<file path="config.mk">
export PLATFORM = sky130hd
export DESIGN_NAME = potc_top
export DESIGN_NICKNAME = d
export VERILOG_FILES = /design/src/design/potc_pkg.sv /design/src/design/potc_trig_route.sv /design/src/design/potc_group_xfer.sv /design/src/design/potc_top.sv
export SDC_FILE = /design/constraint.sdc
export NUM_CORES = 1
export LEC_CHECK = 0
export BUFFER_PORTS_ARGS = -buffer_cell sky130_fd_sc_hd__buf_2
export CAP_MARGIN = 20
export CELL_PAD_IN_SITES_DETAIL_PLACEMENT = 1
export CELL_PAD_IN_SITES_GLOBAL_PLACEMENT = 2
export CORE_ASPECT_RATIO = 0.6
export CORE_MARGIN = 1
export CORE_UTILIZATION = 29
export DETAILED_ROUTE_END_ITERATION = 12
export GPL_TIMING_DRIVEN = 0
export PLACE_DENSITY = 0.84
export SLEW_MARGIN = 20
export SYNTH_ARGS = -nofsm -noshare
export SYNTH_HDL_FRONTEND = slang
export SYNTH_SLANG_ARGS = --single-unit
</file>
<file path="constraint.sdc">
create_clock -name core_clk -period 2.17 [get_ports core_clk]
set_input_delay 0.434 -clock core_clk [delete_from_list [all_inputs] [get_ports core_clk]]
set_output_delay 0.434 -clock core_clk [all_outputs]
set_load 0.02 [all_outputs]
</file>
<file path="src/design/potc_pkg.sv">
// Package with register map, reset values and field layout of the pattern output trigger control.
package potc_pkg;
   localparam logic [31:0] POTC_OFS_ENABLE = 32'h0000_0000;
   localparam logic [31:0] POTC_OFS_TRIGSEL = 32'h0000_0004;
   localparam logic [31:0] POTC_OFS_MODE = 32'h0000_0008;
   localparam logic [31:0] POTC_OFS_STAGED = 32'h0000_000C;
   localparam logic [31:0] POTC_OFS_LATCH = 32'h0000_0010;
   localparam logic [7:0] POTC_RST_ENABLE = 8'h00;
   localparam logic [7:0] POTC_RST_TRIGSEL = 8'hFF;
   localparam logic [7:0] POTC_RST_MODE = 8'hF0;
   localparam logic [7:0] POTC_RST_STAGED = 8'h00;
   localparam logic [7:0] POTC_RST_LATCH = 8'h00;
   localparam logic [7:0] POTC_MODE_RSVD = 8'hF0;
   localparam int POTC_SEL_G3_LSB = 6;
   localparam int POTC_SEL_G2_LSB = 4;
   localparam int POTC_SEL_G1_LSB = 2;
   localparam int POTC_SEL_G0_LSB = 0;
   localparam int POTC_NCH = 4;
   localparam logic [1:0] POTC_HTRANS_NONSEQ = 2'h2;
   localparam logic [2:0] POTC_HSIZE_WORD = 3'h2;
   typedef enum logic [2:0]
   {
      POTC_BUS_IDLE = 3'b001,
      POTC_BUS_WRITE = 3'b010,
      POTC_BUS_READ = 3'b100
   } potc_bus_e;
endpackage : potc_pkg

</file>
<file path="src/design/potc_trig_route.sv">
// Routes one selected timer channel's compare match pulses to one output group.
`timescale 1ns/1ps
module potc_trig_route
   import potc_pkg::*;
(
   input wire logic [1:0] sel, // Channel select field.
   input wire logic [potc_pkg::POTC_NCH-1:0] match_a, // Compare match A pulses.
   input wire logic [potc_pkg::POTC_NCH-1:0] match_b, // Compare match B pulses.
   output logic trig_a, // Selected match A.
   output logic trig_b // Selected match B.
);
   // The field value is the channel number directly.
   assign trig_a = match_a[sel];
   assign trig_b = match_b[sel];
endmodule : potc_trig_route

</file>
<file path="src/design/potc_group_xfer.sv">
// Computes the next latch nibble of one output group from its trigger, mode and enables.
`timescale 1ns/1ps
module potc_group_xfer
   import potc_pkg::*;
(
   input wire logic nonoverlap, // Group mode bit.
   input wire logic trig_a, // Selected compare match A.
   input wire logic trig_b, // Selected compare match B.
   input wire logic [3:0] enable, // Per-bit transfer enables.
   input wire logic [3:0] staged, // Staged next data.
   input wire logic [3:0] latch, // Current latch nibble.
   output logic [3:0] latch_d // Next latch nibble.
);
   logic [3:0] take;
   always_comb
   begin
      take = 4'h0;
      if (trig_a)
      begin
         take = enable;
      end
      else if (trig_b && nonoverlap)
      begin
         take = enable & ~staged;
      end
      latch_d = (latch & ~take) | (staged & take);
   end
endmodule : potc_group_xfer

</file>
<file path="src/design/potc_top.sv">
// Pattern output trigger control for outputs 15 to 8 with an AHB-Lite register slave.
//
// Our own choices: the placing of the registers and register access over AHB-Lite.
`timescale 1ns/1ps
// Notes on behaviour
// - Trigger copies enabled staged bits into latch.
// - Disabled bits never change on trigger.
// - Enable register resets to zero, kept.
// - Trigger select resets to all ones.
// - Bits 7:6 pick channel for group 3.
// - Bits 5:4 pick channel for group 2.
// - Bits 3:2 pick channel for group 1.
// - Bits 1:0 pick channel for group 0.
// - Field value equals channel number.
// - Mode register resets to F0.
// - Mode bits 7:4 always read one.
// - Mode bits 3:0 select group modes; only bits 3:2 drive a group here.
// - Ordinary mode updates on match A only.
// - Non-overlap uses matches A and B.
// - Non-overlap match A transfers all enabled.
// - Non-overlap match B transfers only zeros.
// - Staging register holds groups 3, 2 data.
module potc_top
   import potc_pkg::*;
(
   input wire logic core_clk, // System clock.
   input wire logic rst, // Asynchronous reset, active high.
   input wire logic hsel, // Slave select.
   input wire logic [31:0] haddr, // Byte address.
   input wire logic [1:0] htrans, // Transfer type.
   input wire logic hwrite, // Write when high.
   input wire logic [2:0] hsize, // Transfer size.
   input wire logic [31:0] hwdata, // Write data.
   input wire logic hready, // Bus ready.
   output logic [31:0] hrdata, // Read data.
   output logic hreadyout, // Slave ready.
   output logic hresp, // Always OKAY.
   input wire logic [potc_pkg::POTC_NCH-1:0] match_a, // Compare match A pulses.
   input wire logic [potc_pkg::POTC_NCH-1:0] match_b, // Compare match B pulses.
   output logic [7:0] pattern_pins_upper, // Port data latch bits 15 to 8.
   output logic [3:0] group_trig_a, // Selected match A per group.
   output logic [3:0] group_trig_b // Selected match B per group.
);
   import potc_pkg::*;

   logic [7:0] enable_q;
   logic [7:0] trigsel_q;
   logic [3:0] mode_q;
   logic [7:0] staged_q;
   logic [7:0] latch_q;
   logic [7:0] latch_d;
   potc_bus_e bus_q;
   logic [31:0] addr_q;
   logic [31:0] rdata_d;
   logic take_req;

   function automatic logic [1:0] sel_field(input logic [7:0] r, input int lsb);
      sel_field = r[lsb +: 2];
   endfunction : sel_field

   // One-hot channel mask of a select field, kept apart from the routing mux.
   function automatic logic [POTC_NCH-1:0] chan_onehot(input logic [1:0] s);
      case (s)
         2'h0: chan_onehot = 4'h1;
         2'h1: chan_onehot = 4'h2;
         2'h2: chan_onehot = 4'h4;
         default: chan_onehot = 4'h8;
      endcase
   endfunction : chan_onehot

   assign hreadyout = 1'b1;
   assign hresp = 1'b0;
   assign take_req = hsel && hready && (htrans == POTC_HTRANS_NONSEQ);

   always_ff @(posedge core_clk or posedge rst)
   begin
      if (rst)
      begin
         bus_q <= POTC_BUS_IDLE;
         addr_q <= 32'h0000_0000;
      end
      else if (hready)
      begin
         addr_q <= haddr;
         if (take_req && hwrite)
         begin
            bus_q <= POTC_BUS_WRITE;
         end
         else if (take_req)
         begin
            bus_q <= POTC_BUS_READ;
         end
         else
         begin
            bus_q <= POTC_BUS_IDLE;
         end
      end
   end

   always_ff @(posedge core_clk or posedge rst)
   begin
      if (rst)
      begin
         enable_q <= POTC_RST_ENABLE;
         trigsel_q <= POTC_RST_TRIGSEL;
         mode_q <= POTC_RST_MODE[3:0];
         staged_q <= POTC_RST_STAGED;
      end
      else if (bus_q == POTC_BUS_WRITE)
      begin
         if (addr_q == POTC_OFS_ENABLE)
         begin
            enable_q <= hwdata[7:0];
         end
         else if (addr_q == POTC_OFS_TRIGSEL)
         begin
            trigsel_q <= hwdata[7:0];
         end
         else if (addr_q == POTC_OFS_MODE)
         begin
            mode_q <= hwdata[3:0];
         end
         else if (addr_q == POTC_OFS_STAGED)
         begin
            staged_q <= hwdata[7:0];
         end
      end
   end

   always_comb
   begin
      rdata_d = 32'h0000_0000;
      if (addr_q == POTC_OFS_ENABLE)
      begin
         rdata_d[7:0] = enable_q;
      end
      else if (addr_q == POTC_OFS_TRIGSEL)
      begin
         rdata_d[7:0] = trigsel_q;
      end
      else if (addr_q == POTC_OFS_MODE)
      begin
         rdata_d[7:0] = POTC_MODE_RSVD | {4'h0, mode_q};
      end
      else if (addr_q == POTC_OFS_STAGED)
      begin
         rdata_d[7:0] = staged_q;
      end
      else if (addr_q == POTC_OFS_LATCH)
      begin
         rdata_d[7:0] = latch_q;
      end
   end
   assign hrdata = (bus_q == POTC_BUS_READ) ? rdata_d : 32'h0000_0000;

   // Groups 1 and 0 are only routed out; their data path lives elsewhere.
   potc_trig_route u_route3 (.sel(sel_field(trigsel_q, POTC_SEL_G3_LSB)),
      .match_a(match_a), .match_b(match_b),
      .trig_a(group_trig_a[3]), .trig_b(group_trig_b[3]));
   potc_trig_route u_route2 (.sel(sel_field(trigsel_q, POTC_SEL_G2_LSB)),
      .match_a(match_a), .match_b(match_b),
      .trig_a(group_trig_a[2]), .trig_b(group_trig_b[2]));
   potc_trig_route u_route1 (.sel(sel_field(trigsel_q, POTC_SEL_G1_LSB)),
      .match_a(match_a), .match_b(match_b),
      .trig_a(group_trig_a[1]), .trig_b(group_trig_b[1]));
   potc_trig_route u_route0 (.sel(sel_field(trigsel_q, POTC_SEL_G0_LSB)),
      .match_a(match_a), .match_b(match_b),
      .trig_a(group_trig_a[0]), .trig_b(group_trig_b[0]));

   potc_group_xfer u_xfer3 (.nonoverlap(mode_q[3]), .trig_a(group_trig_a[3]),
      .trig_b(group_trig_b[3]), .enable(enable_q[7:4]), .staged(staged_q[7:4]),
      .latch(latch_q[7:4]), .latch_d(latch_d[7:4]));
   potc_group_xfer u_xfer2 (.nonoverlap(mode_q[2]), .trig_a(group_trig_a[2]),
      .trig_b(group_trig_b[2]), .enable(enable_q[3:0]), .staged(staged_q[3:0]),
      .latch(latch_q[3:0]), .latch_d(latch_d[3:0]));

   // The latch is also writable so software can preset the idle level.
   always_ff @(posedge core_clk or posedge rst)
   begin
      if (rst)
      begin
         latch_q <= POTC_RST_LATCH;
      end
      else if (bus_q == POTC_BUS_WRITE && addr_q == POTC_OFS_LATCH)
      begin
         latch_q <= hwdata[7:0];
      end
      else
      begin
         latch_q <= latch_d;
      end
   end
   assign pattern_pins_upper = latch_q;

   // Software write to the port latch; it overrides any trigger in that cycle.
   logic latch_wr;
   assign latch_wr = (bus_q == POTC_BUS_WRITE) && (addr_q == POTC_OFS_LATCH);

   a_disabled_hold: assert property (@(posedge core_clk) disable iff (rst)
      !(bus_q == POTC_BUS_WRITE && addr_q == POTC_OFS_LATCH)
      |=> ((latch_q ^ $past(latch_q)) & ~$past(enable_q)) == 8'h00)
      else $error("Disabled output bit changed.");
   a_g3_ordinary_copy: assert property (@(posedge core_clk) disable iff (rst)
      (group_trig_a[3] && !(bus_q == POTC_BUS_WRITE && addr_q == POTC_OFS_LATCH))
      |=> (latch_q[7:4] & $past(enable_q[7:4])) == ($past(staged_q[7:4]) & $past(enable_q[7:4])))
      else $error("Group 3 match A did not copy staged bits.");
   a_g2_nov_zero_only: assert property (@(posedge core_clk) disable iff (rst)
      (mode_q[2] && group_trig_b[2] && !group_trig_a[2]
       && !(bus_q == POTC_BUS_WRITE && addr_q == POTC_OFS_LATCH))
      |=> (latch_q[3:0] & ~$past(latch_q[3:0])) == 4'h0)
      else $error("Group 2 match B raised an output.");
   a_g3_ordinary_b: assert property (@(posedge core_clk) disable iff (rst)
      (!mode_q[3] && !group_trig_a[3] && !(bus_q == POTC_BUS_WRITE && addr_q == POTC_OFS_LATCH))
      |=> $stable(latch_q[7:4]))
      else $error("Group 3 changed without match A in ordinary mode.");
   a_route_g3: assert property (@(posedge core_clk) disable iff (rst)
      group_trig_a[3] == match_a[trigsel_q[7:6]])
      else $error("Group 3 routing wrong.");
   a_route_g2: assert property (@(posedge core_clk) disable iff (rst)
      group_trig_b[2] == match_b[trigsel_q[5:4]])
      else $error("Group 2 routing wrong.");
   a_route_g1: assert property (@(posedge core_clk) disable iff (rst)
      group_trig_a[1] == match_a[trigsel_q[3:2]])
      else $error("Group 1 routing wrong.");
   a_route_g0: assert property (@(posedge core_clk) disable iff (rst)
      group_trig_a[0] == match_a[trigsel_q[1:0]])
      else $error("Group 0 routing wrong.");
   a_mode_rsvd_ones: assert property (@(posedge core_clk) disable iff (rst)
      (bus_q == POTC_BUS_READ && addr_q == POTC_OFS_MODE) |-> hrdata[7:4] == 4'hF)
      else $error("Mode reserved bits not read as one.");

   // Register writes land one edge after the data phase and nothing else moves them.
   a_enable_write: assert property (@(posedge core_clk) disable iff (rst)
      (bus_q == POTC_BUS_WRITE && addr_q == POTC_OFS_ENABLE)
      |=> enable_q == $past(hwdata[7:0]))
      else $error("Enable register write lost.");
   a_enable_kept: assert property (@(posedge core_clk) disable iff (rst)
      !(bus_q == POTC_BUS_WRITE && addr_q == POTC_OFS_ENABLE)
      |=> $stable(enable_q))
      else $error("Enable register changed without a write.");
   a_trigsel_write: assert property (@(posedge core_clk) disable iff (rst)
      (bus_q == POTC_BUS_WRITE && addr_q == POTC_OFS_TRIGSEL)
      |=> trigsel_q == $past(hwdata[7:0]))
      else $error("Trigger select write lost.");
   a_trigsel_kept: assert property (@(posedge core_clk) disable iff (rst)
      !(bus_q == POTC_BUS_WRITE && addr_q == POTC_OFS_TRIGSEL)
      |=> $stable(trigsel_q))
      else $error("Trigger select changed without a write.");
   a_mode_write: assert property (@(posedge core_clk) disable iff (rst)
      (bus_q == POTC_BUS_WRITE && addr_q == POTC_OFS_MODE)
      |=> mode_q == $past(hwdata[3:0]))
      else $error("Mode register write lost.");
   a_mode_kept: assert property (@(posedge core_clk) disable iff (rst)
      !(bus_q == POTC_BUS_WRITE && addr_q == POTC_OFS_MODE)
      |=> $stable(mode_q))
      else $error("Mode register changed without a write.");
   a_staged_write: assert property (@(posedge core_clk) disable iff (rst)
      (bus_q == POTC_BUS_WRITE && addr_q == POTC_OFS_STAGED)
      |=> staged_q == $past(hwdata[7:0]))
      else $error("Staged data write lost.");
   a_staged_kept: assert property (@(posedge core_clk) disable iff (rst)
      !(bus_q == POTC_BUS_WRITE && addr_q == POTC_OFS_STAGED)
      |=> $stable(staged_q))
      else $error("Staged data changed without a write.");

   // Read data stands in the data phase only and carries the addressed register.
   a_enable_read: assert property (@(posedge core_clk) disable iff (rst)
      (bus_q == POTC_BUS_READ && addr_q == POTC_OFS_ENABLE)
      |-> hrdata == {24'h00_0000, enable_q})
      else $error("Enable register read wrong.");
   a_trigsel_read: assert property (@(posedge core_clk) disable iff (rst)
      (bus_q == POTC_BUS_READ && addr_q == POTC_OFS_TRIGSEL)
      |-> hrdata == {24'h00_0000, trigsel_q})
      else $error("Trigger select read wrong.");
   a_mode_read_low: assert property (@(posedge core_clk) disable iff (rst)
      (bus_q == POTC_BUS_READ && addr_q == POTC_OFS_MODE)
      |-> hrdata[3:0] == mode_q)
      else $error("Mode group bits read wrong.");
   a_staged_read: assert property (@(posedge core_clk) disable iff (rst)
      (bus_q == POTC_BUS_READ && addr_q == POTC_OFS_STAGED)
      |-> hrdata == {24'h00_0000, staged_q})
      else $error("Staged data read wrong.");

   // Transfers into the latch, per group and per mode.
   a_g2_match_a_copy: assert property (@(posedge core_clk) disable iff (rst)
      (group_trig_a[2] && !latch_wr)
      |=> ((latch_q[3:0] ^ $past(staged_q[3:0])) & $past(enable_q[3:0])) == 4'h0)
      else $error("Group 2 match A did not copy staged bits.");
   a_g3_nov_zero_only: assert property (@(posedge core_clk) disable iff (rst)
      (mode_q[3] && group_trig_b[3] && !group_trig_a[3] && !latch_wr)
      |=> (latch_q[7:4] & ~$past(latch_q[7:4])) == 4'h0)
      else $error("Group 3 match B raised an output.");
   a_g2_ordinary_b: assert property (@(posedge core_clk) disable iff (rst)
      (!mode_q[2] && !group_trig_a[2] && !latch_wr) |=> $stable(latch_q[3:0]))
      else $error("Group 2 changed without match A in ordinary mode.");
   a_g3_nov_b_zeros: assert property (@(posedge core_clk) disable iff (rst)
      (mode_q[3] && group_trig_b[3] && !group_trig_a[3] && !latch_wr)
      |=> (latch_q[7:4] & $past(enable_q[7:4]) & ~$past(staged_q[7:4])) == 4'h0)
      else $error("Group 3 match B did not clear staged zeros.");
   a_g2_nov_b_zeros: assert property (@(posedge core_clk) disable iff (rst)
      (mode_q[2] && group_trig_b[2] && !group_trig_a[2] && !latch_wr)
      |=> (latch_q[3:0] & $past(enable_q[3:0]) & ~$past(staged_q[3:0])) == 4'h0)
      else $error("Group 2 match B did not clear staged zeros.");
   a_g3_idle_hold: assert property (@(posedge core_clk) disable iff (rst)
      (!group_trig_a[3] && !group_trig_b[3] && !latch_wr) |=> $stable(latch_q[7:4]))
      else $error("Group 3 changed with no trigger.");
   a_g2_idle_hold: assert property (@(posedge core_clk) disable iff (rst)
      (!group_trig_a[2] && !group_trig_b[2] && !latch_wr) |=> $stable(latch_q[3:0]))
      else $error("Group 2 changed with no trigger.");

   // Routing checked against a one-hot decode of each select field.
   a_route_g3_b: assert property (@(posedge core_clk) disable iff (rst)
      group_trig_b[3] == |(match_b & chan_onehot(sel_field(trigsel_q, POTC_SEL_G3_LSB))))
      else $error("Group 3 match B routing wrong.");
   a_route_g3_a: assert property (@(posedge core_clk) disable iff (rst)
      group_trig_a[3] == |(match_a & chan_onehot(sel_field(trigsel_q, POTC_SEL_G3_LSB))))
      else $error("Group 3 match A decode wrong.");
   a_route_g2_a: assert property (@(posedge core_clk) disable iff (rst)
      group_trig_a[2] == |(match_a & chan_onehot(sel_field(trigsel_q, POTC_SEL_G2_LSB))))
      else $error("Group 2 match A routing wrong.");
   a_route_g1_b: assert property (@(posedge core_clk) disable iff (rst)
      group_trig_b[1] == |(match_b & chan_onehot(sel_field(trigsel_q, POTC_SEL_G1_LSB))))
      else $error("Group 1 match B routing wrong.");
   a_route_g1_a: assert property (@(posedge core_clk) disable iff (rst)
      group_trig_a[1] == |(match_a & chan_onehot(sel_field(trigsel_q, POTC_SEL_G1_LSB))))
      else $error("Group 1 match A decode wrong.");
   a_route_g0_b: assert property (@(posedge core_clk) disable iff (rst)
      group_trig_b[0] == |(match_b & chan_onehot(sel_field(trigsel_q, POTC_SEL_G0_LSB))))
      else $error("Group 0 match B routing wrong.");
endmodule : potc_top

</file>
; ---- Word-level counts from Yosys, hierarchy flattened
; Index checks and enable logic that the tools add are counted.
[op_classes]
multipliers = 0
n_eq_ne = 7
magnitude_cmp = 4
addsub = 0
bitwise_logic = 15
shift = 0
div = 0
n_mux = 29
n_reduce_logical = 11
[op_table]
columns = op, count
row1 = $eq A32 B4 Y1 const B, 2
row2 = $mux W8, 7
row3 = $eq A32 B3 Y1 const B, 1
row4 = $eq A32 B5 Y1 const B, 1
row5 = $logic_not A32 Y1, 1
row6 = $and A4 B4 Y4, 6
row7 = $bmux W1 S2, 8
row8 = $mux W4, 4
row9 = $not A4 Y4, 4
row10 = $lt A2 B3 Y1 const B, 4
row11 = $mux W1, 8
row12 = $or A4 B4 Y4, 2
row13 = $logic_and A1 B1 Y1, 6
row14 = $mux W3, 2
row15 = $reduce_and A5 Y1, 1
row16 = $reduce_and A4 Y1, 1
row17 = $eq A3 B2 Y1 const B, 1
row18 = $eq A3 B3 Y1 const B, 1
row19 = $not A1 Y1, 3
row20 = $reduce_and A3 Y1, 1
row21 = $eq A2 B2 Y1 const B, 1
row22 = $reduce_and A2 Y1, 1
[word_totals]
in_bits = 82
wordCells = 73
latchBits = 0
ff_bits = 71
mem_count = 0
ramBits = 0
output_inout_bits = 50
mem_bits_ro = 0

; ---- Logic depth before layout (Yosys ltp)
; Gate-level depths: netlist of run 1.
[depth]
ltp_word = 9
mapped_depth = 6
ltp_nobuf = 4

; ---- Modules after synthesis
; A second synthesis of run 1 with hierarchy kept.
[hier_totals]
cells_unflattened = 318
hier_area_um2 = 3738.6
[modules_own_cells]
columns = module, cells_per_inst, instances, area_each_um2, seq_area_each_um2
row1 = potc_top, 284, 1, 3393.3, 1788.0
row2 = potc_trig_route, 2, 4, 52.6, 0.0
row3 = potc_group_xfer, 13, 2, 67.6, 0.0

; ---- Worst setup path before layout of run 1
; No wires, ideal clock.
[synth_path]
path_type = reg2out
start = register addr_q[24]
end = output hrdata[0]
path_buffers = 1
stages_incl_launch_ff = 6
setup_slack_ps = -412
required_time_ps = 1736
arrival_ps = 2148
path_cell_list = dfrtp_1 -> nor4_2 -> nand4_2 -> or4_1 -> buf_2 -> o32ai_1
[synth_via]
elab_chain_cells = 7
word_cells_on_any_way = 11
classes_between = eq/ne (4) / mux (6) / reduce/logical (1)
[synth_lines]
columns = element, line_no
row1 = start: declaration, potc_top.sv:53  ; logic [31:0] addr_q;
row2 = start signal: assignment, potc_top.sv:84  ; addr_q <= haddr;
row3 = $eq A32 B5 Y1, -
row4 = $mux W8, potc_top.sv:149  ; else if (addr_q == POTC_OFS_LATCH)
row5 = $mux W8, potc_top.sv:145  ; else if (addr_q == POTC_OFS_STAGED)
row6 = $mux W8, potc_top.sv:141  ; else if (addr_q == POTC_OFS_MODE)
row7 = $mux W8, potc_top.sv:137  ; else if (addr_q == POTC_OFS_TRIGSEL)
row8 = $mux W8 (*), potc_top.sv:133  ; if (addr_q == POTC_OFS_ENABLE)
row9 = $mux W8 (*), potc_top.sv:154  ; assign hrdata = (bus_q == POTC_BUS_READ) ? rdata_d : 32'h0000_0000;
row10 = end: declaration, potc_top.sv:35  ; output logic [31:0] hrdata,
; Every way passes the cells marked *; elsewhere a longest branch is shown, timed or not.

; ---- Final worst setup path of run 1
[layout_path]
start = register addr_q[14]
end = output hrdata[0]
; The elaborated chain is that of the path after synthesis.

==> impl_metrics.env, run 1 <==
export IMPL_io_pins=132
export IMPL_met2_wirelength_mm=5.218
export IMPL_detailedPlace_worstSlack_ps=-811.8
export IMPL_top_cell_type_s_share_of_synthesized_area_pct=39.35
export IMPL_worst_path_max_fanout=8
export IMPL_ir_drop_mv=0.3868
export IMPL_cell_chosen_for_the_clock_root="clkbuf_16"
export IMPL_synth_main_ff_cell="dfrtp_1"
export IMPL_synth_cell_area_mm2=0.003943
export IMPL_routed_top_layer="met4"
export IMPL_synth_enable_flop_cells=0
export IMPL_final_setup_skew_ps=7.526
export IMPL_max_clock_path_buffers=2
export IMPL_critical_path_endpoint_type="output port"
export IMPL_hold_buffers=0
export IMPL_period_minus_slack_ps=2862
export IMPL_horiz_die_dim_um=152.5
export IMPL_synth_ff_latch_count=71
export IMPL_failing_checks="DRC, setup timing"
export IMPL_ff2ff_setup_slack_ps=-80
export IMPL_layout_area_overhead_vs_synth_pct=41.48
export IMPL_power_per_cell_area_mw_per_mm2=688.8
export IMPL_min_delay_path_class="input port to async pin"
export IMPL_cap_violations=0
export IMPL_initial_core_utilization_pct=30.21
export IMPL_post_synth_inst_count=323
export IMPL_dieHeight_um=92.32
export IMPL_clkLatencyLatePin_ps=340
export IMPL_gr_total_overflow=0
export IMPL_core_region_area_mm2=0.01305
export IMPL_final_fill_count=1399
export IMPL_clock_sinks=71
export IMPL_async_reset_ff_share_pct=100.0
export IMPL_antenna_violations_before_repair=0
export IMPL_post_drt_via_cell_ratio=4.749
export IMPL_final_cell_area_mm2=0.005578
export IMPL_synth_seq_area_share_pct=45.35
export IMPL_placedCellCount=596
export IMPL_hold_viol_final=0
export IMPL_outcome="finished, violations left"
export IMPL_worst_slew_pin_slew_ps=650.7
export IMPL_drc=5
export IMPL_grt_pass1_vias=3253
export IMPL_detailedPlacementHpwl_mm=8.395
export IMPL_detailroute_wirelength_met3_um=528
export IMPL_layout_setup_ws_ps=-692.0
export IMPL_finish_cell_count_without_fillers=622
export IMPL_slew_headroom_pct=56.62
export IMPL_unrepaired_setup_endpoints_after_global_routing="yes"
export IMPL_max_freq_ghz=0.3494
export IMPL_cts_htree_levels=3
export IMPL_drtPass1Iterations=8
export IMPL_post_synth_cell_area_avg_um2=12.21
export IMPL_post_synth_num_cell_types=36
export IMPL_route_detailed_wl_per_inst_um=18.29
export IMPL_combined_flip_flop_and_latch_cell_area_mm2=0.001788
export IMPL_numCtsBuffers=9
export IMPL_portBuffers=77
export IMPL_critical_path_arrival_ps=2430
export IMPL_final_setup_viol_count=16
export IMPL_multi_input_comb_area_mm2=0.002197
export IMPL_gp_congestion=0.7760
export IMPL_worst_setup_hold_path_clk_slew_ps=50
export IMPL_cts_tree="built"
export IMPL_proportion_of_layout_cells_with_a_drive_suffix_above_1_pct=58.63
export IMPL_worstPathRequired_ps=1740
export IMPL_slew_viol_final=0
export IMPL_cellLeakagePower_uw=0.002503
export IMPL_cp_start_kind="register"
export IMPL_drt_iter0_drc=90
export IMPL_nets=529
export IMPL_grt_max_degree=34
export IMPL_detail_route_wirelength_met1_mm=5.467
export IMPL_synthTopCellsByArea="dfrtp_1, mux2_2, buf_4"
export IMPL_rows=32
export IMPL_post_synth_top_area_cell="dfrtp_1"
export IMPL_critical_path_reg2reg_startpoint="addr_q[14]"
export IMPL_yosys_top_cells_count="dfrtp_1, mux2_2, buf_4, a21oi_1, inv_1"
export IMPL_yosysWarnings=0
export IMPL_track_usage_pct=17.17
export IMPL_insertedDiodeCount=0
export IMPL_critical_path_reg2reg_endpoint="enable_q[2]"
export IMPL_via_count=2954
export IMPL_synthMostInstantiatedCell="dfrtp_1"
export IMPL_min_period_over_period_pct=131.9
export IMPL_fp_dieArea_mm2=0.01408
export IMPL_setup_worst_path_class="register to output port"
export IMPL_wire_length_of_the_first_global_routing_pass_mm=18.23
export IMPL_cell_depth_of_the_worst_flop_to_flop_path=7
export IMPL_wl_mm=11.38
export IMPL_post_dp_cell_area_mm2=0.004837
export IMPL_final_antenna_net_count=0
-- worst max path at each step --
stage	startpoint	endpoint	slack, ps
after detailed placement	addr_q[1]	hrdata[6]	-810
after global placement	addr_q[1]	hrdata[0]	-740
after floorplan	addr_q[6]	hrdata[0]	-150
after global routing	addr_q[14]	hrdata[1]	-830
final	addr_q[14]	hrdata[0]	-690
after CTS	addr_q[14]	hrdata[0]	-730
-- critical path: stages (launching register included) --
cell and delay [ps]:
dfrtp_1 410, nor4_4 290, nand4_1 140, buf_6 150, or4_4 490, buf_12 180, o32ai_4 260, buf_6 170
-- layout by cell type (no fill, tap or decap), types with 11 or more instances in the layout --
cell type / netlist / routed
conb_1: 2 / 26
buf_6: 2 / 18
nor2_1: 11 / 11
inv_1: 18 / 17
mux2_4: 16 / 35
buf_4: 34 / 45
a21oi_1: 20 / 20
dfrtp_1: 62 / 62
buf_2: 3 / 61
mux2_2: 54 / 35
-- report_power, final --
group	leakage (µW)	internal, µW	switching (µW)	total, µW
combinational	0.00149	343	373	716
sequential	0.000854	1440	104	1540
clock	0.000157	1030	550	1580
-- stage by stage --
stage          TNS, ps  utilization [%]  total power, µW  hold slack (ps)
5_1_grt          -9095            42.73             4012            28.25
2_1_floorplan    -1207                -             1993            481.0
4_1_cts          -6740            41.44             3871            26.59
3_3_place_gp    -14770            36.75             2174            489.3
6_report         -5848            42.73             3842            34.29
3_5_place_dp    -17050            37.06             2214            385.4
-- repair_timing --
| item | in CTS | in global routing |
|---|---|---|
| pin swaps | 15 | 3 |
| endpoints found under the setup margin | 51 | 46 |
| setup buffers | 15 | 3 |
| gates resized for setup | 44 | 46 |
-- per-layer routing --
layer | track usage (%) | vias up
li1 | - | 1377
met1 | 23.23 | 1500
met2 | 26.80 | 61
met3 | 4.539 | 16
met4 | 5.471 | 0
met5 | 0 | -
-- final cells by class --
type / count / share of cell area, %
repair buffers: 96 / 11.78
clock inverters: 4 / 1.256
flip-flops and latches: 71 / 32.05
well taps: 170 / 3.813
plain buffers: 44 / 6.012
inverters: 18 / 1.279
clock buffers: 12 / 4.419
multi-input cells: 207 / 39.39
-- logic make-up after synthesis --
| logic type | Yosys count | synth area share [%] |
|---|---|---|
| mux | 78 | 26.09 |
| flops | 71 | 45.35 |
| buf+inv | 69 | 10.28 |
| simple gates | 52 | 9.299 |
| compound gates | 51 | 8.791 |
| other cells | 2 | 0.1905 |
(Power assumes the default switching activity.)
==> run 2, diff against run 1 <==
- CORE_UTILIZATION: 29 -> 28
- SYNTH_HIERARCHICAL: unset -> 1
- clock period: 2.17 -> 2.35 ns (I/O delays scaled with it)
==> impl_metrics.env, run 2 <==
export IMPL_outcome="finished, violations left"
export IMPL_failing_checks="setup timing"
export IMPL_worst_setup_hold_path_clk_slew_ps=50
export IMPL_detailedPlacementHpwl_mm=7.990
export IMPL_yosys_top_cells_count="dfrtp_1, mux2_2, a21oi_1, buf_4"
export IMPL_io_pins=132
export IMPL_cap_violations=0
export IMPL_worst_slew_pin_slew_ps=619.4
export IMPL_finish_cell_count_without_fillers=621
export IMPL_async_reset_ff_share_pct=100.0
export IMPL_critical_path_reg2reg_endpoint="enable_q[5]"
export IMPL_core_region_area_mm2=0.01293
export IMPL_clkLatencyLatePin_ps=340
export IMPL_setup_worst_path_class="register to output port"
export IMPL_cts_tree="built"
export IMPL_nets=528
export IMPL_synthMostInstantiatedCell="dfrtp_1"
export IMPL_wl_mm=11.06
export IMPL_layout_cells_most_common_list="buf_2, dfrtp_1, mux2_2, buf_4, conb_1"
export IMPL_mostFrequentLayoutCell="buf_2"
export IMPL_unrepaired_setup_endpoints_after_global_routing="yes"
export IMPL_cell_depth_of_the_worst_flop_to_flop_path=9
export IMPL_grt_pass1_vias=3163
export IMPL_min_delay_path_class="input port to async pin"
export IMPL_critical_path_arrival_ps=2570
export IMPL_cell_chosen_for_the_clock_root="clkbuf_16"
export IMPL_final_fill_count=1405
export IMPL_ir_drop_mv=0.4120
export IMPL_period_minus_slack_ps=3041
export IMPL_wire_length_of_the_first_global_routing_pass_mm=17.63
export IMPL_rows=32
export IMPL_post_synth_num_cell_types=36
export IMPL_grt_max_degree=51
export IMPL_hold_viol_final=0
export IMPL_drtPass1Iterations=4
export IMPL_synth_cell_area_mm2=0.003739
export IMPL_route_detailed_wl_per_inst_um=17.81
export IMPL_post_synth_cell_area_avg_um2=11.76
export IMPL_top_cell_type_s_share_of_synthesized_area_pct=41.50
export IMPL_initial_core_utilization_pct=28.91
export IMPL_crit_top_cell="or4_4"
export IMPL_final_setup_viol_count=44
export IMPL_cp_start_kind="register"
export IMPL_proportion_of_layout_cells_with_a_drive_suffix_above_1_pct=52.99
export IMPL_worst_path_max_fanout=4
export IMPL_synth_ff_latch_count=71
export IMPL_post_synth_top_area_cell="dfrtp_1"
export IMPL_antenna_violations_before_repair=0
export IMPL_via_count=2957
export IMPL_max_freq_ghz=0.3289
export IMPL_drt_iter0_drc=137
export IMPL_slew_headroom_pct=58.55
export IMPL_largest_register_ffs=32
export IMPL_track_usage_pct=17.17
export IMPL_synthTopCellsByArea="dfrtp_1, mux2_2, dfstp_2"
export IMPL_insertedDiodeCount=0
export IMPL_final_antenna_net_count=0
export IMPL_post_synth_inst_count=318
export IMPL_timing_critical_path_slowest_stage_cell="or4_4"
export IMPL_cellLeakagePower_uw=0.002386
export IMPL_synth_main_ff_cell="dfrtp_1"
export IMPL_cts_htree_levels=3
export IMPL_slew_viol_final=0
export IMPL_gp_congestion=0.7966
export IMPL_register_with_the_highest_flop_count="addr_q"
export IMPL_fp_dieArea_mm2=0.01383
export IMPL_max_clock_path_buffers=2
export IMPL_clock_sinks=71
export IMPL_drc=0
export IMPL_gr_total_overflow=0
export IMPL_ff2ff_setup_slack_ps=-340
export IMPL_portBuffers=77
export IMPL_cp_cell_instances="or4_4 > or4_4 > nor4_4 > buf_4 > clkbuf_16 > nand2_1 > a21oi_2 > buf_6"
export IMPL_critical_path_max_stage_delay_ps=540
export IMPL_layout_setup_ws_ps=-690.6
export IMPL_power_per_cell_area_mw_per_mm2=614.7
export IMPL_horiz_die_dim_um=151.2
export IMPL_critical_path_reg2reg_startpoint="addr_q[7]"
export IMPL_hold_buffers=0
export IMPL_placedCellCount=590
export IMPL_total_power_uw=3204
export IMPL_layout_area_overhead_vs_synth_pct=39.42
export IMPL_detailedPlace_worstSlack_ps=-933.9
export IMPL_worstPathRequired_ps=1880
export IMPL_dieHeight_um=91.51
export IMPL_post_drt_via_cell_ratio=4.762
export IMPL_final_setup_skew_ps=7.669
export IMPL_min_period_over_period_pct=129.4
export IMPL_yosysWarnings=6
export IMPL_critical_path_endpoint_type="output port"
export IMPL_numCtsBuffers=9
export IMPL_synth_seq_area_share_pct=47.82
export IMPL_synth_enable_flop_cells=0
[run 2: cell count changes after synthesis, moves of 9 or more]
cell	before	now
mux2_4	16	0
o21ai_0	0	14
nand2_1	4	14
a21oi_1	20	29
[run 2: final cells by class]
type,count,area (µm²),area share [%]
well taps,170,212.7,4.081
clock buffers,13,260.3,4.993
multi-input cells,219,1938,37.18
clock inverters,3,65.06,1.248
flip-flops and latches,71,1788,34.30
repair buffers,94,640.6,12.29
inverters,13,51.30,0.9842
plain buffers,38,256.5,4.921
[run 2: metal layers]
metal / vias up / GRT usage (%) / wire, µm
met2: 79 / 24.89 / 4881
met1: 1503 / 24.69 / 5413
met4: 0 / 4.750 / 105
li1: 1368 / - / -
met5: - / 0 / 0
met3: 7 / 4.824 / 658
[run 2: cells by family after synthesis]
| group | Yosys count | synth area share (%) |
|---|---|---|
| DFF | 71 | 47.82 |
| other | 2 | 0.2009 |
| AOI/OAI and AO/OA | 59 | 8.769 |
| muxes | 78 | 26.67 |
| buffers and inverters | 52 | 7.965 |
| and+or+nand+nor | 56 | 8.568 |
[run 2: critical path, delay by kind of cell (launching register included)]
kind / cells / cell delay, ps
AOI/OAI and AO/OA: 1 / 170
DFF: 1 / 370
buffers and inverters: 3 / 470
and+or+nand+nor: 4 / 1240
[run 2: repair_timing]
action,in CTS,in global routing
cloned,0,1
endpoints found under the setup margin,45,45
resized for setup,37,21
buffers inserted,10,6
pin swaps,3,8
hold endpoints to repair,0,0
[run 2: how the worst max path moves through the flow]
| stage | start | to | slack (ps) | cells past startpoint |
|---|---|---|---|---|
| global placement | addr_q[17] | hrdata[3] | -910 | 5 |
| floorplan | addr_q[7] | hrdata[0] | -300 | 6 |
| global route | addr_q[7] | hrdata[4] | -780 | 8 |
| detailed placement | addr_q[6] | hrdata[0] | -930 | 7 |
| finish | addr_q[7] | hrdata[4] | -690 | 8 |
| CTS | addr_q[7] | hrdata[2] | -790 | 7 |
[run 2: stage by stage]
step / TNS, ps / util (%) / area, µm² / hold WS, ps
finish: -14880 / 40.31 / 5213 / 109.7
global route: -19600 / 40.31 / 5213 / 128.1
CTS: -14310 / 39.45 / 5102 / 103.5
detailed placement: -26060 / 35.18 / 4549 / 465.9
global placement: -79210 / 34.95 / 4519 / 483.5
floorplan: -4069 / - / 3921 / 471.6
[run 2: report_power, final]
part	total [µW]	switching (µW)	internal, µW
Sequential	1320	37.0	1280
Clock	1500	516	987
Combinational	382	220	162
Total	3200	773	2430
